$ cat src/mgs_pkg.sv
// Package for the general status word block: offsets, bit positions,
// reset values and the carrier structs shared by the design files.
// Assumes a 16-bit register port with byte-sized addresses.
package mgs_pkg;

    // ********************************************************
    // Register map
    // ********************************************************
    localparam logic [7:0]  GSW_ADDR      = 8'h1f; // General status word
    localparam logic [7:0]  ALARM_ADDR    = 8'h1e; // Alarm status word
    localparam logic [7:0]  IRQ_STAT_ADDR = 8'h40; // Interrupt status
    localparam logic [7:0]  IRQ_MASK_ADDR = 8'h41; // Interrupt mask
    localparam logic [15:0] GSW_RESET     = 16'h0000;
    localparam logic [15:0] ALARM_RESET   = 16'h0000;
    localparam logic [5:0]  IRQ_RESET     = 6'h00;

    // ********************************************************
    // Field positions of the general status word
    // ********************************************************
    localparam int GLOBAL_BIT   = 15;
    localparam int ARMED_BIT    = 14;
    localparam int SRC_HI_BIT   = 13;
    localparam int SRC_LO_BIT   = 8;
    localparam int RSV_HI_BIT   = 7;
    localparam int RSV_LO_BIT   = 4;
    localparam int STBY2_BIT    = 3;
    localparam int STBY1_BIT    = 2;
    localparam int AMP_BIT      = 1;
    localparam int ALARM_BIT    = 0;

    // Interrupt status bit positions
    localparam int IRQ_GLOBAL   = 0;
    localparam int IRQ_ARMED    = 1;
    localparam int IRQ_ALARM    = 2;
    localparam int IRQ_STBY1    = 3;
    localparam int IRQ_STBY2    = 4;
    localparam int IRQ_AMP      = 5;
    localparam int IRQ_W        = 6;

    // Number of direct-mode sources
    localparam int SRC_N        = 6;

    // Register port request carrier
    typedef struct packed {
        logic [7:0]  addr;
        logic [15:0] wdata;
        logic        wr;
        logic        rd;
    } mgs_req_t;

    // Converter status carrier
    typedef struct packed {
        logic              powered;   // Converter powered
        logic              chan_sel;  // At least one channel selected
        logic              halt_wr;   // Pulse: halting register write
        logic              busy;      // Change still being applied
        logic              running;   // Triggered run in progress
        logic [SRC_N-1:0]  src_dav;   // Direct-mode result flags
    } mgs_conv_t;

endpackage

$ cat src/mgs_sync.sv
// Two flip-flop synchroniser for pin levels entering the core clock.
// Assumes the input is asynchronous to clk and changes slowly.
`timescale 1ns/1ps
module mgs_sync #(
    parameter int W = 1
) (
    input  wire logic         clk,
    input  wire logic         rst,
    input  wire logic [W-1:0] din,
    output logic      [W-1:0] dout
);

    logic [W-1:0] meta_q;

    // First stage feeds the second only
    always_ff @(posedge clk or posedge rst) begin
        if (rst) begin
            meta_q <= '0;
            dout   <= '0;
        end else begin
            meta_q <= din;
            dout   <= meta_q;
        end
    end

endmodule

$ cat src/mgs_status.sv
// General status word of the monitor-and-control core.
// Assumes the converter sequencer and the alarm comparators live outside
// on clk; standby and amplifier-enable pins are asynchronous.
`timescale 1ns/1ps

// Behaviour
// - Bit 15 shows global new-results flag for software polling.
// - Armed flag reads 0 until converter powered and channel selected.
// - Halting writes drop armed until change applied, then return to 1.
// - Armed is 0 during a triggered run, 1 once stopped.
// - Bits 13..8: local, remote2, remote1, internal, external, current.
// - Bits 7..4 always read zero.
// - Bits 3 and 2 mirror standby pin 2 and standby pin 1.
// - Bit 1 shows amplifier-enable pin: 1 on, 0 off.
// - Bit 0 is OR of all alarm status bits.
// - Global alarm sticks until alarm status word is read.
// - Status word sits at address 0x1F, reset value 0x0000.
module mgs_status (
    input  wire logic              clk,
    input  wire logic              rst,
    input  wire mgs_pkg::mgs_req_t req,
    output logic [15:0]            rdata,
    input  wire mgs_pkg::mgs_conv_t conv,
    input  wire logic [15:0]       alarm_word,
    input  wire logic              standby_pin1,
    input  wire logic              standby_pin2,
    input  wire logic              amp_enable_pin,
    output logic                   irq
);

    // ********************************************************
    // Pin synchronisation
    // ********************************************************
    logic [2:0] pins_s;

    mgs_sync #(
        .W(3)
    ) u_sync (
        .clk  (clk),
        .rst  (rst),
        .din  ({amp_enable_pin, standby_pin2, standby_pin1}),
        .dout (pins_s)
    );

    logic standby_pin1_level;
    logic standby_pin2_level;
    logic amp_enable_pin_level;

    // Synchronised pin levels
    assign standby_pin1_level   = pins_s[0];
    assign standby_pin2_level   = pins_s[1];
    assign amp_enable_pin_level = pins_s[2];

    // ********************************************************
    // Converter armed flag
    // ********************************************************
    typedef enum logic [1:0] {
        MGS_IDLE  = 2'b00,
        MGS_ARMED = 2'b01,
        MGS_APPLY = 2'b10,
        MGS_RUN   = 2'b11
    } mgs_arm_t;

    mgs_arm_t arm_q;
    mgs_arm_t arm_d;
    logic     ready_cond;

    assign ready_cond = conv.powered & conv.chan_sel;

    // Armed state transitions
    always_comb begin
        arm_d = arm_q;
        unique case (arm_q)
            MGS_IDLE: begin
                if (ready_cond && !conv.running && !conv.busy) begin
                    arm_d = MGS_ARMED;
                end
            end
            MGS_ARMED: begin
                if (!ready_cond) begin
                    arm_d = MGS_IDLE;
                end else if (conv.halt_wr || conv.busy) begin
                    arm_d = MGS_APPLY;
                end else if (conv.running) begin
                    arm_d = MGS_RUN;
                end
            end
            MGS_APPLY: begin
                if (!conv.busy && !conv.halt_wr) begin
                    arm_d = ready_cond ? MGS_ARMED : MGS_IDLE;
                end
            end
            MGS_RUN: begin
                if (conv.halt_wr || conv.busy) begin
                    arm_d = MGS_APPLY;
                end else if (!conv.running) begin
                    arm_d = ready_cond ? MGS_ARMED : MGS_IDLE;
                end
            end
        endcase
    end

    // Armed state register
    always_ff @(posedge clk or posedge rst) begin
        if (rst) begin
            arm_q <= MGS_IDLE;
        end else begin
            arm_q <= arm_d;
        end
    end

    logic armed_flag;
    assign armed_flag = (arm_q == MGS_ARMED);

    // ********************************************************
    // Sticky global alarm
    // ********************************************************
    logic alarm_any;
    logic global_alarm_bit_q;
    logic alarm_rd;

    assign alarm_any = |alarm_word;
    assign alarm_rd  = req.rd && (req.addr == mgs_pkg::ALARM_ADDR);

    always_ff @(posedge clk or posedge rst) begin
        if (rst) begin
            global_alarm_bit_q <= 1'b0;
        end else if (alarm_any) begin
            global_alarm_bit_q <= 1'b1;
        end else if (alarm_rd) begin
            global_alarm_bit_q <= 1'b0;
        end
    end

    // ********************************************************
    // Status word assembly
    // ********************************************************
    logic [15:0] gsw_d;
    logic [15:0] gsw_q;

    // Gather fields into the word
    always_comb begin
        gsw_d = mgs_pkg::GSW_RESET;
        gsw_d[mgs_pkg::GLOBAL_BIT] = |conv.src_dav;
        gsw_d[mgs_pkg::ARMED_BIT]  = armed_flag;
        gsw_d[mgs_pkg::SRC_HI_BIT:mgs_pkg::SRC_LO_BIT] = conv.src_dav;
        gsw_d[mgs_pkg::RSV_HI_BIT:mgs_pkg::RSV_LO_BIT] = 4'h0;
        gsw_d[mgs_pkg::STBY2_BIT] = standby_pin2_level;
        gsw_d[mgs_pkg::STBY1_BIT] = standby_pin1_level;
        gsw_d[mgs_pkg::AMP_BIT]   = amp_enable_pin_level;
        gsw_d[mgs_pkg::ALARM_BIT] = global_alarm_bit_q | alarm_any;
    end

    always_ff @(posedge clk or posedge rst) begin
        if (rst) begin
            gsw_q <= mgs_pkg::GSW_RESET;
        end else begin
            gsw_q <= gsw_d;
        end
    end

    // ********************************************************
    // Interrupt status and mask
    // ********************************************************
    logic [mgs_pkg::IRQ_W-1:0] irq_stat_q;
    logic [mgs_pkg::IRQ_W-1:0] irq_mask_q;
    logic [mgs_pkg::IRQ_W-1:0] irq_evt;
    logic [15:0]               gsw_prev_q;
    logic                      stat_wr;
    logic                      mask_wr;

    assign stat_wr = req.wr && (req.addr == mgs_pkg::IRQ_STAT_ADDR);
    assign mask_wr = req.wr && (req.addr == mgs_pkg::IRQ_MASK_ADDR);

    // Previous word for edge detection
    always_ff @(posedge clk or posedge rst) begin
        if (rst) begin
            gsw_prev_q <= mgs_pkg::GSW_RESET;
        end else begin
            gsw_prev_q <= gsw_q;
        end
    end

    // Events: rising results, armed, alarm; any change of pins
    always_comb begin
        irq_evt = '0;
        irq_evt[mgs_pkg::IRQ_GLOBAL] = gsw_q[mgs_pkg::GLOBAL_BIT] &
                                       ~gsw_prev_q[mgs_pkg::GLOBAL_BIT];
        irq_evt[mgs_pkg::IRQ_ARMED]  = gsw_q[mgs_pkg::ARMED_BIT] &
                                       ~gsw_prev_q[mgs_pkg::ARMED_BIT];
        irq_evt[mgs_pkg::IRQ_ALARM]  = gsw_q[mgs_pkg::ALARM_BIT] &
                                       ~gsw_prev_q[mgs_pkg::ALARM_BIT];
        irq_evt[mgs_pkg::IRQ_STBY1]  = gsw_q[mgs_pkg::STBY1_BIT] ^
                                       gsw_prev_q[mgs_pkg::STBY1_BIT];
        irq_evt[mgs_pkg::IRQ_STBY2]  = gsw_q[mgs_pkg::STBY2_BIT] ^
                                       gsw_prev_q[mgs_pkg::STBY2_BIT];
        irq_evt[mgs_pkg::IRQ_AMP]    = gsw_q[mgs_pkg::AMP_BIT] ^
                                       gsw_prev_q[mgs_pkg::AMP_BIT];
    end

    // Sticky status, write one clears, new event wins
    always_ff @(posedge clk or posedge rst) begin
        if (rst) begin
            irq_stat_q <= mgs_pkg::IRQ_RESET;
        end else if (stat_wr) begin
            irq_stat_q <= (irq_stat_q &
                           ~req.wdata[mgs_pkg::IRQ_W-1:0]) | irq_evt;
        end else begin
            irq_stat_q <= irq_stat_q | irq_evt;
        end
    end

    // Mask register
    always_ff @(posedge clk or posedge rst) begin
        if (rst) begin
            irq_mask_q <= mgs_pkg::IRQ_RESET;
        end else if (mask_wr) begin
            irq_mask_q <= req.wdata[mgs_pkg::IRQ_W-1:0];
        end
    end

    // Level interrupt from unmasked status
    assign irq = |(irq_stat_q & irq_mask_q);

    // ********************************************************
    // Read port
    // ********************************************************
    // decode at 0x1F, 0x1E, 0x40 and 0x41
    // no write path to the word
    always_ff @(posedge clk or posedge rst) begin
        if (rst) begin
            rdata <= 16'h0000;
        end else if (req.rd) begin
            unique case (req.addr)
                mgs_pkg::GSW_ADDR:      rdata <= gsw_q;
                mgs_pkg::ALARM_ADDR:    rdata <= alarm_word;
                mgs_pkg::IRQ_STAT_ADDR: rdata <= {10'h000, irq_stat_q};
                mgs_pkg::IRQ_MASK_ADDR: rdata <= {10'h000, irq_mask_q};
                default:                rdata <= 16'h0000;
            endcase
        end else begin
            rdata <= 16'h0000;
        end
    end

endmodule

$ cat config.mk
export PLATFORM = sky130hd
export DESIGN_NAME = mgs_status
export DESIGN_NICKNAME = d
export VERILOG_FILES = /design/src/mgs_pkg.sv /design/src/mgs_sync.sv /design/src/mgs_status.sv
export SDC_FILE = /design/constraint.sdc
export NUM_CORES = 1
export LEC_CHECK = 0
export CAP_MARGIN = 20
export CORE_MARGIN = 4
export CORE_UTILIZATION = 25
export CTS_CLUSTER_DIAMETER = 200
export DETAILED_ROUTE_END_ITERATION = 10
export DONT_BUFFER_PORTS = 1
export GPL_TIMING_DRIVEN = 0
export PLACE_DENSITY_LB_ADDON = 0.1
export SETUP_SLACK_MARGIN = 0.05
export SLEW_MARGIN = 30
export SYNTH_ARGS = -nofsm -noshare
export SYNTH_HDL_FRONTEND = slang
export SYNTH_SLANG_ARGS = --single-unit
$ cat constraint.sdc
create_clock -name clk -period 1.85 [get_ports clk]
set_input_delay 0.2775 -clock clk [delete_from_list [all_inputs] [get_ports clk]]
set_output_delay 0.2775 -clock clk [all_outputs]
set_load 0.01 [all_outputs]
[Word level (Yosys, flattened, before mapping)]
Index checks and enable logic that the tools add are counted.
Storage, ports and cells
  bits in registers: 61
  input bits: 58
  output and inout bits: 17
  word-level logic and storage cells: 66
Operators by class
  equality and inequality tests: 11
  multiplexer cells: 14
  bitwise logic cells: 16
  reductions and logical operators: 16
Operators by type and width (number)
  $pmux W16 S4: 1
  $eq A8 B5 Y1 const B: 2
  $eq A8 B7 Y1 const B: 2
  $mux W16: 1
  $reduce_or A16 Y1: 1
  $mux W2: 7
  $and A6 B6 Y6: 2
  $or A6 B6 Y6: 2
  $reduce_or A6 Y1: 2
  $pmux W2 S4: 1
  $logic_and A1 B1 Y1: 6
  $mux W6: 1
  $not A6 Y6: 1
  $and A1 B1 Y1: 4
  $eq A2 B2 Y1 const B: 2
  $ne A2 B2 Y1 const B: 2
  $ne A4 B3 Y1 const B: 1
  $reduce_and A4 Y1: 1
  $logic_not A1 Y1: 3
  $mux W1: 3
  $ne A3 B3 Y1 const B: 1
  $not A1 Y1: 3
  $xor A1 B1 Y1: 3
  $eq A2 B1 Y1 const B: 1
  other kinds (4): 4

[Depth between registers and ports, before layout]
  depth after elaboration: 5
  mapped depth: 4
  gate-level depth less buffers: 3

[Modules after synthesis]
Synthesis repeated with hierarchy kept, for this count alone.
Unflattened totals
  cell total of the unflattened synthesis: 167
  area, all modules: 2208.4 um2
Modules (own cells, without submodules)
  mgs_status: instances 1, cells each 160, area each 2054.5 um2, seq. area each 1226.2 um2
  mgs_sync: instances 1, cells each 7, area each 153.9 um2, seq. area each 150.1 um2

[Worst setup path before layout]
Ideal clock, no wire load.
  path kind: input-to-reg
  start: input port req[19] (netlist name)
  end: register irq_stat_q[2] (netlist name)
  setup time: 0.121 ns
  data arrival time: 1.175 ns
  required time: 1.729 ns
  path slack: 0.554 ns
  cell stages on the path: 4
  buffers on the path: 1
  path through: nor3_2 clkbuf_1 nand4_1 a22o_1
Between the ends
  word-level cells in the longest chain between the ends: 3
Ends and longest elaborated chain
  from (decl): RTL line mgs_status.sv:21  | input wire mgs_pkg::mgs_req_t req,
  $eq A8 B7 Y1: RTL line mgs_status.sv:172  | assign stat_wr = req.wr && (req.addr == mgs_pkg::IRQ_STAT_ADDR);
  $logic_and A1 B1 Y1: RTL line mgs_status.sv:172
  $mux W6: RTL line mgs_status.sv:205  | end else if (stat_wr) begin
  to (signal assigned): RTL line mgs_status.sv:204  | irq_stat_q <= mgs_pkg::IRQ_RESET;
  to (signal assigned): RTL line mgs_status.sv:206  | irq_stat_q <= (irq_stat_q &
  to (signal assigned): RTL line mgs_status.sv:209  | irq_stat_q <= irq_stat_q | irq_evt;
  to (decl): RTL line mgs_status.sv:165  | logic [mgs_pkg::IRQ_W-1:0] irq_stat_q;
Every way passes these cells.
A chain may end at the register's enable or synchronous reset.

[Worst setup path after layout]
  start: register irq_stat_q[4] (netlist name)
  end: output port irq
Between the ends
  word-level cells in the longest chain between the ends: 2
Ends and longest elaborated chain
  $and A6 B6 Y6: RTL line mgs_status.sv:223  | assign irq = |(irq_stat_q & irq_mask_q);
  $reduce_or A6 Y1: RTL line mgs_status.sv:223
  to (decl): RTL line mgs_status.sv:28  | output logic irq
Every way passes these cells.

==> PnR_summary.wiki <==
{| class="wikitable"
! Metric !! Value
|-
| Nets || between 200 and 250
|-
| Synthesized cell area || 0.002198 mm^2
|-
| Cell count after synthesis || about 170
|-
| Vias per Instance || 4.671
|-
| Vias post-DR || 1350
|-
| Clock transition at the registers of the reported paths || 0.10 ns
|-
| Initial standard-cell utilization of the core || 26.23%
|-
| Area occupied by multi-input gates || slightly below 800 um^2
|-
| Leak Pwr || around 1.1 nW
|-
| Total cell area at the placement stage || between 0.002 and 0.0025 mm^2
|-
| Largest cells by area after synthesis || sky130_fd_sc_hd__dfrtp_1 63%, sky130_fd_sc_hd__mux2_2 8.2%, sky130_fd_sc_hd__mux2i_1 3.6%
|-
| Number of hold buffers added after CTS || 10
|-
| Synth unique cells || 29
|-
| Critical-path cell with the highest stage delay || sky130_fd_sc_hd__dfrtp_1
|-
| DR DRC count || 0
|-
| Dominant register cell in the synthesized netlist || sky130_fd_sc_hd__dfrtp_1
|-
| Post-route ant nets || 0
|-
| Worst Path Max Fanout || 3
|-
| Worst Slack Setup Final || about 0.44 ns
|-
| Transition time at the pin with the least slew margin || between 0.5 and 0.6 ns
|-
| Die X || about 100 um
|-
| Largest net degree at the start of global routing || 40
|-
| Arrival time at the worst endpoint || 1.13 ns
|-
| Unrepaired setup endpoints after global routing || no
|-
| PD cells || approximately 900 mW/mm^2
|-
| Final Hold Vio Count || 0
|-
| All-Layer GR Usage || a little over a tenth
|-
| Worst Hold Slack || around 0.025 ns
|-
| Post-DR wirelength/cell || 18.01 um
|-
| FF-to-FF Start || irq_mask_q[1]
|-
| Min-Delay Path Class || input pin to register
|-
| Number of antenna violations at the first check in global routing || 0
|-
| Clock tree skew after final layout || between 0.006 and 0.007 ns
|-
| Clock H-tree levels || 2
|-
| Antenna diodes || 0
|-
| Area fraction of the dominant cell type after synthesis || approximately 63%
|-
| Cell type contributing the most total cell area after synthesis || sky130_fd_sc_hd__dfrtp_1
|-
| Setup slack at placement || around 0.24 ns
|-
| Max Freq || slightly above 700 MHz
|-
| Post-route cell area || 0.002589 mm^2
|-
| Area added between synthesis and finish || 17.76%
|-
| Worst vdd ir || 0.4922 mV
|-
| Top-count cell post-synth || sky130_fd_sc_hd__dfrtp_1
|-
| Overall die height || between 100 and 150 um
|-
| Number of nets in the synthesized netlist || about 220
|-
| Post-detail-place hpwl || 4.060 mm
|-
| Layout cells sized above 1 || 19.02%
|-
| Clock latency at the later pin of the worst-skew pair || 0.31 ns
|-
| Overall die area || around 0.010 mm^2
|-
| Final number of max-transition violations || 0
|-
| Critical path launch point type || register
|-
| Count of cells along the worst register-to-register path || 3
|-
| Detailed-routing iteration count for the pre-antenna-repair pass || 3
|-
| Fraction of the yosys area taken by sequential cells || 62.61%
|-
| Post-route setup TNS || 0 ns
|-
| Peak per-stage delay on the critical path || between 0.4 and 0.5 ns
|-
| Critical path required time || about 1.6 ns
|-
| Post-synth EDFFs || 0
|-
| Final Routed Wirelength || around 5.2 mm
|-
| Final-report setup violation count || 0
|-
| Placeable core region || 0.008382 mm^2
|-
| Yosys warnings || 0
|-
| Slack of the worst reg-to-reg path || between 0.8 and 0.9 ns
|-
| Crit path capture type || primary output
|-
| Buffers added on ports || 0
|-
| Fill count || 850
|-
| Number of placed I/O pins || 75
|-
| First-pass GRT wire length || 8.342 mm
|-
| Number of synthesized register bits || 55
|-
| Placer Congestion || roughly 0.73
|-
| Post-route clock period utilization || ~76%
|-
| Overflow left after global routing || 0
|-
| Inserted Clock Buffers || 5
|-
| Outcome || complete, no violations
|-
| Clock buffer depth || 2
|-
| Cell depth of the worst min-delay path || 1
|-
| Max_cap viols || 0
|-
| CTS resizes || 0
|-
| Critical Path Start || irq_stat_q[4]
|-
| Root Driver || sky130_fd_sc_hd__clkbuf_8
|-
| Critical path, cell by cell || a22oi_1 > nand3_1
|-
| Via count of the first global-routing pass || about 1600
|-
| Fraction of registers with async set or reset after synthesis || 100.0%
|-
| CP endpoint || irq
|-
| Post-CTS repair timing setup buffer count || 0
|-
| Number of rows created at floorplan || 33
|-
| Mapped Avg Cell Area || between 10 and 15 um^2
|-
| Number of violations reported at the end of detailed-routing iteration 0 || 29
|-
| Register area || 0.001376 mm^2
|-
| Post-layout min period || approximately 1.4 ns
|-
| Crit Path Class || register to primary output
|-
| TritonCTS clock tree || yes
|-
| Crit Reg-Reg Endpoint || rdata[1]
|-
| Most frequent cells after synthesis || 55 x sky130_fd_sc_hd__dfrtp_1, 16 x sky130_fd_sc_hd__mux2_2, 14 x sky130_fd_sc_hd__nand3_1
|-
| TritonCTS sink count || 55
|-
| Relative slew slack || 65.71%
|}
==> stage by stage <==
step,total power [W],utilization [%],std cells
6_report,0.002343,30.89,289
5_1_grt,0.002435,30.89,289
4_1_cts,0.002379,30.89,289
3_5_place_dp,0.001420,28.06,271
3_3_place_gp,0.001410,27.80,270
2_1_floorplan,0.001380,-,165
==> placed cells by master, fill, tap and decap left out <==
master,instances
sky130_fd_sc_hd__a211oi_1,1
sky130_fd_sc_hd__a21boi_0,6
sky130_fd_sc_hd__a21o_1,5
sky130_fd_sc_hd__a21oi_1,1
sky130_fd_sc_hd__a22o_1,3
sky130_fd_sc_hd__a22oi_1,3
sky130_fd_sc_hd__a31oi_1,1
sky130_fd_sc_hd__and3_1,1
sky130_fd_sc_hd__buf_12,1
sky130_fd_sc_hd__buf_2,3
sky130_fd_sc_hd__buf_4,1
sky130_fd_sc_hd__bufinv_16,2
sky130_fd_sc_hd__clkbuf_1,1
sky130_fd_sc_hd__clkbuf_8,5
sky130_fd_sc_hd__clkinvlp_4,1
sky130_fd_sc_hd__dfrtp_1,55
sky130_fd_sc_hd__dlygate4sd3_1,10
sky130_fd_sc_hd__inv_1,5
sky130_fd_sc_hd__inv_4,1
sky130_fd_sc_hd__mux2_2,16
sky130_fd_sc_hd__mux2i_1,8
sky130_fd_sc_hd__nand2_1,1
sky130_fd_sc_hd__nand3_1,14
sky130_fd_sc_hd__nand4_1,7
sky130_fd_sc_hd__nand4_4,1
sky130_fd_sc_hd__nand4b_1,3
sky130_fd_sc_hd__nor2_1,12
sky130_fd_sc_hd__nor2b_1,2
sky130_fd_sc_hd__nor3_1,1
sky130_fd_sc_hd__nor3_2,1
sky130_fd_sc_hd__nor4_1,5
sky130_fd_sc_hd__nor4b_4,2
sky130_fd_sc_hd__o211ai_1,1
sky130_fd_sc_hd__or2_2,1
sky130_fd_sc_hd__xor2_1,3
==> final cells by class <==
| type | count | area share [%] |
|---|---|---|
| Buffer | 5 | 1.015 |
| Clock buffer | 5 | 2.658 |
| Clock inverter | 3 | 2.610 |
| Inverter | 6 | 0.9667 |
| Multi-Input combinational cell | 99 | 29.87 |
| Sequential cell | 55 | 53.17 |
| Tap cell | 105 | 5.075 |
| Timing Repair Buffer | 11 | 4.640 |
==> state kept, by name, indices dropped and copies added (netlist names) <==
| register | count |
|---|---|
| gsw_q | 12 |
| irq_mask_q | 6 |
| u_sync.dout | 3 |
| global_alarm_bit_q | 1 |
| u_sync.meta_q | 3 |
| arm_q | 2 |
| rdata | 16 |
| irq_stat_q | 6 |
| gsw_prev_q | 6 |
==> power breakdown <==
group | internal, W | switching [W] | leakage [nW] | total (W)
Clock | 0.000540 | 0.000393 | 0.0644 | 0.000933
Combinational | 0.0000753 | 0.0000772 | 0.363 | 0.000153
Sequential | 0.00124 | 0.0000212 | 0.668 | 0.00126
==> routing by layer <==
layer,vias to the layer above,global-route usage (%),share of wire [%]
met5,-,0,0
met2,37,18.06,51
met3,5,3.788,7.4
met4,0,3.170,1.3
li1,628,-,-
met1,680,12.48,41
==> worst min path at each step <==
stage / start / to / slack [ns]
after floorplan: conv[2] / gsw_q[10] / 0.31
after global placement: amp_enable_pin / u_sync.meta_q[2] / 0.31
after detailed placement: rst / u_sync.dout[0] / 0.10
after CTS: conv[7] / arm_q[0] / 0.008
after global routing: conv[7] / arm_q[0] / 0.006
final: conv[7] / arm_q[0] / 0.02
==> logic make-up (layout without fill, tap and decap cells) <==
family                 after synthesis  after routing  share of synthesized area (%)
flip-flops                          55             55                          62.61
XOR/XNOR                             3              3                          1.195
multiplexers                        24             24                          11.84
AO/OA/AOI/OAI                       21             21                          7.172
AND/OR/NAND/NOR                     51             51                          14.97
buffers and inverters               11             30                          2.219
==> worst max-delay path: cells and delay by family (launching register included) <==
family	cells	cell delay [ns]
compound gates	1	0.22
flops	1	0.41
simple gates	1	0.19
No activity file was read; power rests on OpenSTA's default activity.
